$ cat src/rtl/m8x_defs.vh
// constants for the 8-bit core execute block
//
// Contract
// [RULE1] load writes constant or register, flags kept
// [RULE2] load reg_zero from itself is two-cycle nop
// [RULE3] and with register or constant, flags updated
// [RULE4] or with register or constant, flags updated
// [RULE5] or with zero clears carry, tests zero
// [RULE6] xor updates zero, forces carry clear
// [RULE7] add stores 8-bit sum, flags updated
// [RULE8] add_with_carry adds carry flag too
// [RULE9] subtract stores 8-bit difference, flags updated
// [RULE10] subtract_with_borrow also subtracts carry flag
// [RULE11] input presents port address, loads data, flags kept
// [RULE12] outside logic decodes address, returns data
// [RULE13] read strobe pulses when a port is read
// [RULE14] output drives register data and port address
// [RULE15] write strobe pulses; outside captures only then
// [RULE16] interrupt_return reloads pc from stack, no increment
// [RULE17] interrupt_return restores saved zero and carry
// [RULE18] interrupt_return operand sets interrupt enable
// [RULE19] enable and disable instructions set/clear enable
// [RULE20] every instruction takes exactly two cycles
// [RULE21] interrupt calls address ff, saves flags, disables
// [RULE22] carry on carry-out or borrow; zero on zero
// [RULE23] and/or clear carry, zero on zero result
`ifndef M8X_DEFS_VH
`define M8X_DEFS_VH

// ----------------------------------------------------------------
// opcode field, instruction bits 15..11
// ----------------------------------------------------------------
`define M8X_OP_HI        15
`define M8X_OP_LO        11
`define M8X_SEL_BIT      14
`define M8X_X_HI         10
`define M8X_X_LO         8
`define M8X_Y_HI         7
`define M8X_Y_LO         5
`define M8X_K_HI         7
`define M8X_K_LO         0
`define M8X_IE_BIT       0

// ----------------------------------------------------------------
// opcode codes, bit 14 masked out (it picks constant or register), except the interrupt enable and disable codes, which bit 14 tells apart
// ----------------------------------------------------------------
`define M8X_OPC_LOAD     5'h00
`define M8X_OPC_AND      5'h01
`define M8X_OPC_OR       5'h02
`define M8X_OPC_XOR      5'h03
`define M8X_OPC_ADD      5'h04
`define M8X_OPC_ADDC     5'h05
`define M8X_OPC_SUB      5'h06
`define M8X_OPC_SUBC     5'h07
// or into an opcode to take the second operand or port address from a register
`define M8X_OPC_REG      5'h08
`define M8X_OPC_IN       5'h10
`define M8X_OPC_OUT      5'h11
`define M8X_OPC_IRET     5'h12
`define M8X_OPC_INTEN    5'h1E
`define M8X_OPC_INTDIS   5'h16

// ----------------------------------------------------------------
// reset values and vectors
// ----------------------------------------------------------------
`define M8X_PC_RESET     8'h00
`define M8X_INT_VECTOR   8'hFF
`define M8X_STACK_DEPTH  4

`endif

$ cat src/rtl/m8x_alu.v
// combinational alu for logical and arithmetic groups
`timescale 1ns/100ps
`include "m8x_defs.vh"

module m8x_alu (
  input  wire [4:0] op,
  input  wire [7:0] a,
  input  wire [7:0] b,
  input  wire       carry_in,
  output reg  [7:0] result,
  output reg        carry_out,
  output reg        flags_we
);

  reg [8:0] wide;

  always @* begin
    wide      = 9'h000;
    result    = a;
    carry_out = carry_in;
    flags_we  = 1'b0;
    case (op)
      `M8X_OPC_LOAD: begin
        result = b;  // see [RULE1]
      end
      `M8X_OPC_AND: begin
        result    = a & b;  // see [RULE3]
        carry_out = 1'b0;   // see [RULE23]
        flags_we  = 1'b1;
      end
      `M8X_OPC_OR: begin
        result    = a | b;  // see [RULE4] see [RULE5]
        carry_out = 1'b0;   // see [RULE23]
        flags_we  = 1'b1;
      end
      `M8X_OPC_XOR: begin
        result    = a ^ b;
        carry_out = 1'b0;   // see [RULE6]
        flags_we  = 1'b1;
      end
      `M8X_OPC_ADD: begin
        wide      = {1'b0, a} + {1'b0, b};  // see [RULE7]
        result    = wide[7:0];
        carry_out = wide[8];                // see [RULE22]
        flags_we  = 1'b1;
      end
      `M8X_OPC_ADDC: begin
        wide      = {1'b0, a} + {1'b0, b} + {8'h00, carry_in};  // see [RULE8]
        result    = wide[7:0];
        carry_out = wide[8];
        flags_we  = 1'b1;
      end
      `M8X_OPC_SUB: begin
        wide      = {1'b0, a} - {1'b0, b};  // see [RULE9]
        result    = wide[7:0];
        carry_out = wide[8];                // borrow, see [RULE22]
        flags_we  = 1'b1;
      end
      `M8X_OPC_SUBC: begin
        wide      = {1'b0, a} - {1'b0, b} - {8'h00, carry_in};  // see [RULE10]
        result    = wide[7:0];
        carry_out = wide[8];
        flags_we  = 1'b1;
      end
      default: begin
        result = a;
      end
    endcase
  end

endmodule

$ cat src/rtl/m8x_core.v
// execute core: registers, flags, port strobes, interrupt entry and return
`timescale 1ns/100ps
`include "m8x_defs.vh"

module m8x_core (
  input  wire        ref_clk,
  input  wire        rst_n,
  input  wire [15:0] instr,
  input  wire [7:0]  in_port,
  input  wire        interrupt,
  output reg  [7:0]  pc_q,
  output reg  [7:0]  port_id_q,
  output reg  [7:0]  out_port_q,
  output reg         read_strobe_q,
  output reg         write_strobe_q,
  output reg         zero_q,
  output reg         carry_q,
  output reg         int_en_q,
  output reg         phase_q
);

  // ----------------------------------------------------------------
  // state
  // ----------------------------------------------------------------
  reg [7:0]  regs_q [0:7];
  reg [7:0]  stack_q [0:`M8X_STACK_DEPTH-1];
  reg [1:0]  sp_q;
  reg [15:0] ir_q;
  reg        saved_zero_q;
  reg        saved_carry_q;
  reg        int_pend_q;

  wire [4:0] opc    = {ir_q[15], 1'b0, ir_q[13:11]};
  wire       use_reg = ir_q[`M8X_SEL_BIT];
  wire [2:0] rx     = ir_q[`M8X_X_HI:`M8X_X_LO];
  wire [2:0] ry     = ir_q[`M8X_Y_HI:`M8X_Y_LO];
  wire [7:0] opa    = regs_q[rx];
  wire [7:0] opb    = use_reg ? regs_q[ry] : ir_q[`M8X_K_HI:`M8X_K_LO];
  wire [7:0] alu_res;
  wire       alu_c;
  wire       alu_fwe;
  wire [1:0] sp_dec = sp_q - 2'h1;
  wire       take_int = interrupt & int_en_q;

  // decode of the whole opcode field, used for the interrupt enable and disable checks
  function is_op;
    input [15:0] word;
    input [4:0]  code;
    begin
      is_op = (word[`M8X_OP_HI:`M8X_OP_LO] == code);
    end
  endfunction

  m8x_alu u_alu (
    .op        (opc),
    .a         (opa),
    .b         (opb),
    .carry_in  (carry_q),
    .result    (alu_res),
    .carry_out (alu_c),
    .flags_we  (alu_fwe)
  );

  // ----------------------------------------------------------------
  // two-phase sequencer: fetch/decode, then execute
  // ----------------------------------------------------------------
  integer i;
  always @(posedge ref_clk) begin
    if (!rst_n) begin
      phase_q        <= 1'b0;
      pc_q           <= `M8X_PC_RESET;
      ir_q           <= 16'h0000;
      sp_q           <= 2'h0;
      zero_q         <= 1'b0;
      carry_q        <= 1'b0;
      int_en_q       <= 1'b0;
      saved_zero_q   <= 1'b0;
      saved_carry_q  <= 1'b0;
      int_pend_q     <= 1'b0;
      port_id_q      <= 8'h00;
      out_port_q     <= 8'h00;
      read_strobe_q  <= 1'b0;
      write_strobe_q <= 1'b0;
      for (i = 0; i < 8; i = i + 1) begin
        regs_q[i] <= 8'h00;
      end
      for (i = 0; i < `M8X_STACK_DEPTH; i = i + 1) begin
        stack_q[i] <= 8'h00;
      end
    end else begin
      read_strobe_q  <= 1'b0;
      write_strobe_q <= 1'b0;
      phase_q        <= ~phase_q;  // see [RULE20]
      if (!phase_q) begin
        // first cycle: latch instruction, present port address early
        ir_q       <= instr;
        int_pend_q <= take_int;
        port_id_q  <= instr[`M8X_SEL_BIT] ? regs_q[instr[`M8X_Y_HI:`M8X_Y_LO]] : instr[7:0];  // see [RULE14]
        out_port_q <= regs_q[instr[`M8X_X_HI:`M8X_X_LO]];
        // no strobe for an instruction the interrupt replaces: it reruns, and the port must see it once
        if (instr[15] && instr[13:11] == 3'h0 && !take_int) begin
          read_strobe_q <= 1'b1;  // see [RULE13]
        end
        if (instr[15] && instr[13:11] == 3'h1 && !take_int) begin
          write_strobe_q <= 1'b1;  // see [RULE15]
        end
      end else if (int_pend_q) begin
        // interrupt replaces this execute: call ff, instruction rerun later
        stack_q[sp_q] <= pc_q;
        sp_q          <= sp_q + 2'h1;
        pc_q          <= `M8X_INT_VECTOR;  // see [RULE21]
        saved_zero_q  <= zero_q;
        saved_carry_q <= carry_q;
        int_en_q      <= 1'b0;
      end else begin
        pc_q <= pc_q + 8'h01;
        if (is_op(ir_q, `M8X_OPC_INTEN)) begin
          int_en_q <= 1'b1;  // see [RULE19]
        end else if (is_op(ir_q, `M8X_OPC_INTDIS)) begin
          int_en_q <= 1'b0;  // see [RULE19]
        end else if (opc == `M8X_OPC_IRET) begin
          pc_q     <= stack_q[sp_dec];  // see [RULE16]
          sp_q     <= sp_dec;
          zero_q   <= saved_zero_q;     // see [RULE17]
          carry_q  <= saved_carry_q;
          int_en_q <= ir_q[`M8X_IE_BIT];  // see [RULE18]
        end else if (opc == `M8X_OPC_IN) begin
          regs_q[rx] <= in_port;  // see [RULE11] see [RULE12]
        end else if (!ir_q[15]) begin
          // load reg_zero from itself rewrites the same value, see [RULE2]
          regs_q[rx] <= alu_res;
          if (alu_fwe) begin
            zero_q  <= (alu_res == 8'h00);  // see [RULE22]
            carry_q <= alu_c;
          end
        end
      end
    end
  end

endmodule

$ cat config.mk
export PLATFORM = sky130hd
export DESIGN_NAME = m8x_core
export DESIGN_NICKNAME = d
export VERILOG_FILES = /design/src/rtl/m8x_alu.v /design/src/rtl/m8x_core.v
export VERILOG_INCLUDE_DIRS = /design/src /design/src/rtl
export SDC_FILE = /design/constraint.sdc
export NUM_CORES = 1
export LEC_CHECK = 0
export ABC_AREA = 1
export BUFFER_PORTS_ARGS = -buffer_cell sky130_fd_sc_hd__buf_4
export CORE_MARGIN = 3
export CORE_UTILIZATION = 50
export CTS_BUF_LIST = sky130_fd_sc_hd__clkbuf_8
export DETAILED_ROUTE_END_ITERATION = 10
export PLACE_DENSITY_LB_ADDON = 0.1
export RECOVER_POWER = 50
export SLEW_MARGIN = 30
export SYNTH_ARGS = -nofsm -noshare
export SYNTH_HDL_FRONTEND = slang
export SYNTH_HIERARCHICAL = 1
export SYNTH_SLANG_ARGS = --single-unit
export TNS_END_PERCENT = 10
$ cat constraint.sdc
create_clock -name ref_clk -period 10.1 [get_ports ref_clk]
set_input_delay 1.515 -clock ref_clk [delete_from_list [all_inputs] [get_ports ref_clk]]
set_output_delay 1.515 -clock ref_clk [all_outputs]
set_load 0.01 [all_outputs]
==> flow_summary.toml, run 1 <==
[worst_setup_path]
cp-end-kind = "flip-flop"
r2r-end = "regs_q[7][6]$_SDFFCE_PN0P_"
reg2reg_slack_ns = 4.92
reg2reg_depth = 25
cp_data_required_time_ns = 10.20
path_max_fanout = 45
crit_type = "input pin to flip-flop"
worstPathArrival_ns = 5.38
max_stage_delay_ns = 1.50
crit_buf_inv = 1
slowest_stage = "clkbuf_1"
critical_path.top_delay_family = "simple AND/OR/NAND/NOR gates"
worstPathCellList = "clkbuf_1 -> nand3_2 -> o21ai_4 -> nand4_2 -> nand2_1"
startpoint = "rst_n"
cp-start-kind = "input pin"

[floorplanning]
die-area_um2 = 22700
die_y_um = 151
core_area_um2 = 20400
die_x_um = 151
start_util_pct = 51.4
rows = 52
pin_count = 57

[cells_and_area]
final_cells = 1785
diodes = 0
finalNetCount = 1563
fillers = 2045
layout-drive-gt1-share_pct = 7.46
syn_to_final_growth_pct = 7.67

[sta]
finalSetupTns_ns = 0
tightest_slew_ns = 2.13
fin_skew_ns = 0.0177
setup_violations = 0
fin_ws_ns = 4.82
fmax_mhz = 190
period_minus_slack_ns = 5.28
period_share_pct = 52.2
hold_viol_final = 0
relSlewSlack_pct = -42.1
whs_ns = 0.490
slew_viol_final = 46
rsz0062_at_grt = "false"

[global_routing]
grt_first_pass_wirelength_um = 51500
grtUsageMet3_pct = 7.16
grt_usage_pct = 29.7
grt-ovfl-total = 0
use_met2_pct = 44.4
antenna_found_initial = 0
grt.met1_usage_pct = 43.2
grt_most_used_layer = "met2"
first_global_vias = 9214
grt_max_degree = 65

[route]
vias_per_cell = 5.73
dr_total_vias = 10200
antenna_left = 0
route.detailed.drc = 0
wirelength_um = 33700
detail_route.wl_per_cell_um = 18.9
first_pass_iters = 6
drt_iter0_drc = 1282

[clocking]
h-tree-depth = 4
cts_resized = 0
path_clk_slew_ns = 0.09
clock_latency_ns = 0.47
post_cts_buffers = 0
numCtsBuffers = 17
cts_tree = "yes"
cts_hold_buf = 0
clk_path_buf_depth = 2
cts.sinks = 153
cts_root_buf = "clkbuf_8"

[power]
power_mw = 1.71
ir_worst_vdd_mv = 0.111
p_leak_nw = 4.83
p_per_area_nw_per_um2 = 152

[logic_synthesis]
synth.distinct_cells = 49
yosysTopAreaCell = "edfxtp_1"
synthArstFlopShare_pct = 0
netlist_area_um2 = 10500
ys_seq_area_share_pct = 38.5
yosys_warnings = 6
syn_area_per_cell_um2 = 7.03
yosysMostFrequentCell = "nand2_1"
synthCells = 1488
ys_ff_latch = 153
synth_edf_count = 96
yosys-top-cells-area = "edfxtp_1 28%, nand2_1 11%, dfxtp_1 11%, nor2_1 7.5%, inv_1 6.5%"
synth-main-ff-cell = "edfxtp_1"
yosys-top-cells-count = "317 x nand2_1, 210 x nor2_1, 181 x inv_1"
synth_top_cell_area_share_pct = 27.6

[place]
pre_cts_slack_ns = 5.00
gp_congestion = 0.991
post-dp-hpwl_um = 24600
dp_cells = 1753
io_buffers = 56

[status]
outcome = "finished with violations"
violations = "capacitance limit, slew limit"

[worst_hold_path]
whs_path_depth = 2
min_path_type = "flip-flop to flip-flop"
hold_path_end = "ir_q[4]$_SDFFE_PN0N_"
hp-start = "ir_q[4]$_SDFFE_PN0N_"

[flow_run]
maxCapViolCount = 1
per-layer routing:
metal / part of all wire, % / vias up
li1: - / 4973
met1: 44 / 4679
met2: 44 / 520
met3: 10 / 52
met4: 2.2 / 0
met5: 0 / -
where the power goes:
group / leakage (nW) / internal (mW) / total (mW) / switching (mW)
clock: 0.191 / 0.205 / 0.474 / 0.269
combinational: 3.18 / 0.149 / 0.513 / 0.364
sequential: 1.46 / 0.694 / 0.724 / 0.0298
worst reg2reg max path, delay by kind of cell, from the launching register on:
kind | cells | cell delay (ns)
buffers and inverters | 8 | 1.53
and+or+nand+nor | 10 | 1.14
DFF | 1 | 0.32
AOI/OAI and AO/OA | 4 | 1.12
adders and majority gates | 3 | 0.79
flip-flops by register name, indices dropped and copies added, names as in the netlist, named ones only:
register and count:
saved_zero_q 1, int_en_q 1, sp_q 2, regs_q 64, write_strobe_q 1, zero_q 1
stack_q 32, saved_carry_q 1, read_strobe_q 1, out_port_q 8, phase_q 1, port_id_q 8
ir_q 16, pc_q 8, int_pend_q 1, carry_q 1
per-stage QoR:
step / area [um2] / util, %
after floorplan: 10500 / -
after global placement: 11000 / 54.0
after detailed placement: 11000 / 54.0
after CTS: 11400 / 55.9
after global routing: 11300 / 55.3
final: 11300 / 55.3
placed cells by master, fill, tap and decap left out, types with 17 or more instances in the layout:
master and instances:
inv_1 181, o211ai_1 48, nand2_1 317, ha_1 32
nand3_1 127, clkbuf_1 33, clkbuf_8 17, a21oi_1 97
edfxtp_1 96, dfxtp_1 56, nor2_1 210, nand4_1 21
o21ai_0 130, buf_4 30
kinds of logic (layout without fill, tap and decap cells):
kind of cell | Yosys count | after routing | share of synthesized area [%]
AOI/OAI and AO/OA | 319 | 319 | 17.6
xor gates and xnor gates | 6 | 6 | 0.754
adders and majority gates | 34 | 34 | 4.21
buffers and inverters | 264 | 290 | 9.77
DFF | 153 | 153 | 38.5
other | 1 | 2 | 0.0359
and+or+nand+nor | 711 | 711 | 29.2
worst max-delay path by stage:
| stage | end | slack [ns] | cells past startpoint |
|---|---|---|---|
| 3_3_place_gp | regs_q[0][6]$_SDFFCE_PN0P_ | 5.07 | 25 |
| 6_report | regs_q[6][6]$_SDFFCE_PN0P_ | 4.82 | 5 |
| 4_1_cts | regs_q[3][6]$_SDFFCE_PN0P_ | 4.99 | 25 |
| 5_1_grt | regs_q[5][6]$_SDFFCE_PN0P_ | 4.54 | 24 |
| 3_5_place_dp | regs_q[5][6]$_SDFFCE_PN0P_ | 5.00 | 24 |
| 2_1_floorplan | regs_q[0][6]$_SDFFCE_PN0P_ | 6.51 | 24 |
layout make-up:
type / instances / area, um2 / share of cell area (%)
multi-input cells: 1072 / 5420 / 48.1
flip-flops and latches: 153 / 4030 / 35.7
inverters: 195 / 739 / 6.57
repair buffers: 63 / 349 / 3.10
well taps: 270 / 338 / 3.00
clock buffers: 17 / 234 / 2.08
clock inverters: 15 / 159 / 1.41
Note: power is estimated with default switching activity, not from simulation.
==> run 2, diff against run 1 <==
clock period = 4.3 ns   (was 10.1 ns; I/O delays follow)
==> flow_summary.toml, run 2 (synthesis gave the netlist of run 1 again) <==
[cells_and_area]
multi_input_area_um2 = 5430
layout_commonest_cell = "nand2_1"
largest_reg_flops = 64
largestRegisters = "regs_q x64, stack_q x32, ir_q x16"
seq_area_um2 = 4030
fillers = 2012
regMostFlops = "regs_q"
diodes = 0
finalNetCount = 1586
stdcell_area_um2 = 11500
final_cell_mix = "317 x nand2_1, 210 x nor2_1, 183 x inv_1, 130 x o21ai_0, 127 x nand3_1"
layout-drive-gt1-share_pct = 8.71
syn_to_final_growth_pct = 9.86

[worst_setup_path]
cp_data_required_time_ns = 4.51
worst-path-stages = 21
slowest_stage = "ha_1"
crit_type = "flip-flop to flip-flop"
critical_path.top_delay_family = "simple AND/OR/NAND/NOR gates"
reg2reg_depth = 21
path_max_fanout = 38
cp-end-kind = "flip-flop"
reg2reg_slack_ns = 0.30
r2r-end = "regs_q[6][7]$_SDFFCE_PN0P_"
max_stage_delay_ns = 0.43
crit_end = "regs_q[6][7]$_SDFFCE_PN0P_"
crit_buf_inv = 5
worstPathArrival_ns = 4.21
worstPathCellList = "buf_4 -> o21ai_0 -> o21ai_0 -> o21a_1 -> inv_1 -> ha_1 -> nor2_1 -> o21ai_0 -> nand3_1 -> nand2_1 -> nand2_1 -> inv_1 -> nand3_1 -> nand2_1 -> nand3_1 -> nand4_1 -> inv_1 -> nor2_1 -> a21oi_2 -> buf_4 -> nor2_1"
cp-start-kind = "flip-flop"

[route]
drt_iter0_drc = 1162
top_layer = "met4"
first_pass_iters = 6
wirelength_um = 34900
dr_wl_met2_um = 15400
dr_total_vias = 10500
vias_per_cell = 5.83
antenna_left = 0
detail_route.wl_per_cell_um = 19.3
route.detailed.drc = 0
wl_met3_um = 3380
wl_met1_um = 15400

[place]
io_buffers = 56
gp_congestion = 0.999
post-dp-hpwl_um = 26000
placed_area_um2 = 11200

[floorplanning]
die_x_um = 151
start_util_pct = 51.4
die_y_um = 151
core_area_um2 = 20400
die-area_um2 = 22700
rows = 52
pin_count = 57

[clocking]
cts.sinks = 153
clk_path_buf_depth = 2
cts_root_buf = "clkbuf_8"
path_clk_slew_ns = 0.09
clock_latency_ns = 0.48
post_cts_buffers = 0
numCtsBuffers = 17
cts_tree = "yes"
h-tree-depth = 4
cts_hold_buf = 0

[status]
outcome = "finished with violations"
violations = "capacitance limit, slew limit"

[power]
power_mw = 4.04
ir_worst_vdd_mv = 0.202
p_leak_nw = 4.96
p_per_area_nw_per_um2 = 352

[sta]
finalSetupTns_ns = 0
hold_viol_final = 0
relSlewSlack_pct = -40.1
fmax_mhz = 250
fin_skew_ns = 0.0201
tightest_slew_ns = 2.10
rsz0062_at_grt = "false"
setup_violations = 0
period_minus_slack_ns = 4.00
slew_viol_final = 96
period_share_pct = 93.1

[global_routing]
grt_first_pass_wirelength_um = 53200
antenna_found_initial = 0
first_global_vias = 9286
grt-ovfl-total = 0
grt_usage_pct = 31.0
grt_max_degree = 61

[worst_hold_path]
min_path_type = "input pin to flip-flop"

[flow_run]
maxCapViolCount = 2
[run 2: cell types whose count changed in the layout (fill, tap and decap cells not counted), sizes merged]
cell      delta
clkinv       +3
clkinvlp     -1
buf         +23
inv          -2
[run 2: worst min path at each step]
| stage | from | endpoint | slack (ns) | cells past startpoint |
|---|---|---|---|---|
| finish | instr[11] | read_strobe_q$_SDFF_PP0_ | 0.35 | 2 |
| detailed placement | saved_carry_q$_SDFFE_PN0P_ | saved_carry_q$_SDFFE_PN0P_ | 0.47 | 2 |
| CTS | instr[11] | read_strobe_q$_SDFF_PP0_ | 0.33 | 2 |
| global route | instr[11] | read_strobe_q$_SDFF_PP0_ | 0.34 | 2 |
| global placement | ir_q[1]$_SDFFE_PN0N_ | ir_q[1]$_SDFFE_PN0N_ | 0.46 | 2 |
| floorplan | ir_q[0]$_SDFFE_PN0N_ | ir_q[0]$_SDFFE_PN0N_ | 0.45 | 2 |
[run 2: layer usage]
metal	vias up	GRT usage [%]
li1	5015	-
met1	4962	44.7
met2	513	47.5
met3	48	6.80
met4	0	7.71
met5	-	0
[run 2: what timing repair did]
item | in CTS | in global routing
resized for setup | 0 | 2
setup endpoints to repair | 0 | 9
hold endpoints to repair | 0 | 0
[run 2: through the flow]
stage	setup slack (ns)	std cells	util [%]	hold WS (ns)
after global routing	0.0147	1808	56.4	0.340
final	0.298	1808	56.4	0.355
after CTS	0.314	1808	57.0	0.329
after floorplan	0.705	1489	-	0.449
after global placement	0.408	1776	55.1	0.462
after detailed placement	0.338	1776	55.1	0.472
[run 2: final cells by class]
class	count	area share, %
Tap cell	270	2.94
Timing Repair Buffer	86	5.09
Multi-Input combinational cell	1072	47.2
Inverter	195	6.44
Sequential cell	153	35.0
Clock buffer	17	2.04
Clock inverter	15	1.24
[run 2: power by group]
group          internal [mW]  total, mW  leakage (nW)  switching [mW]
clock                  0.468       1.07         0.188           0.605
combinational          0.397       1.28          3.31           0.879
sequential              1.63       1.69          1.46          0.0652
total                   2.49       4.04          4.96            1.55
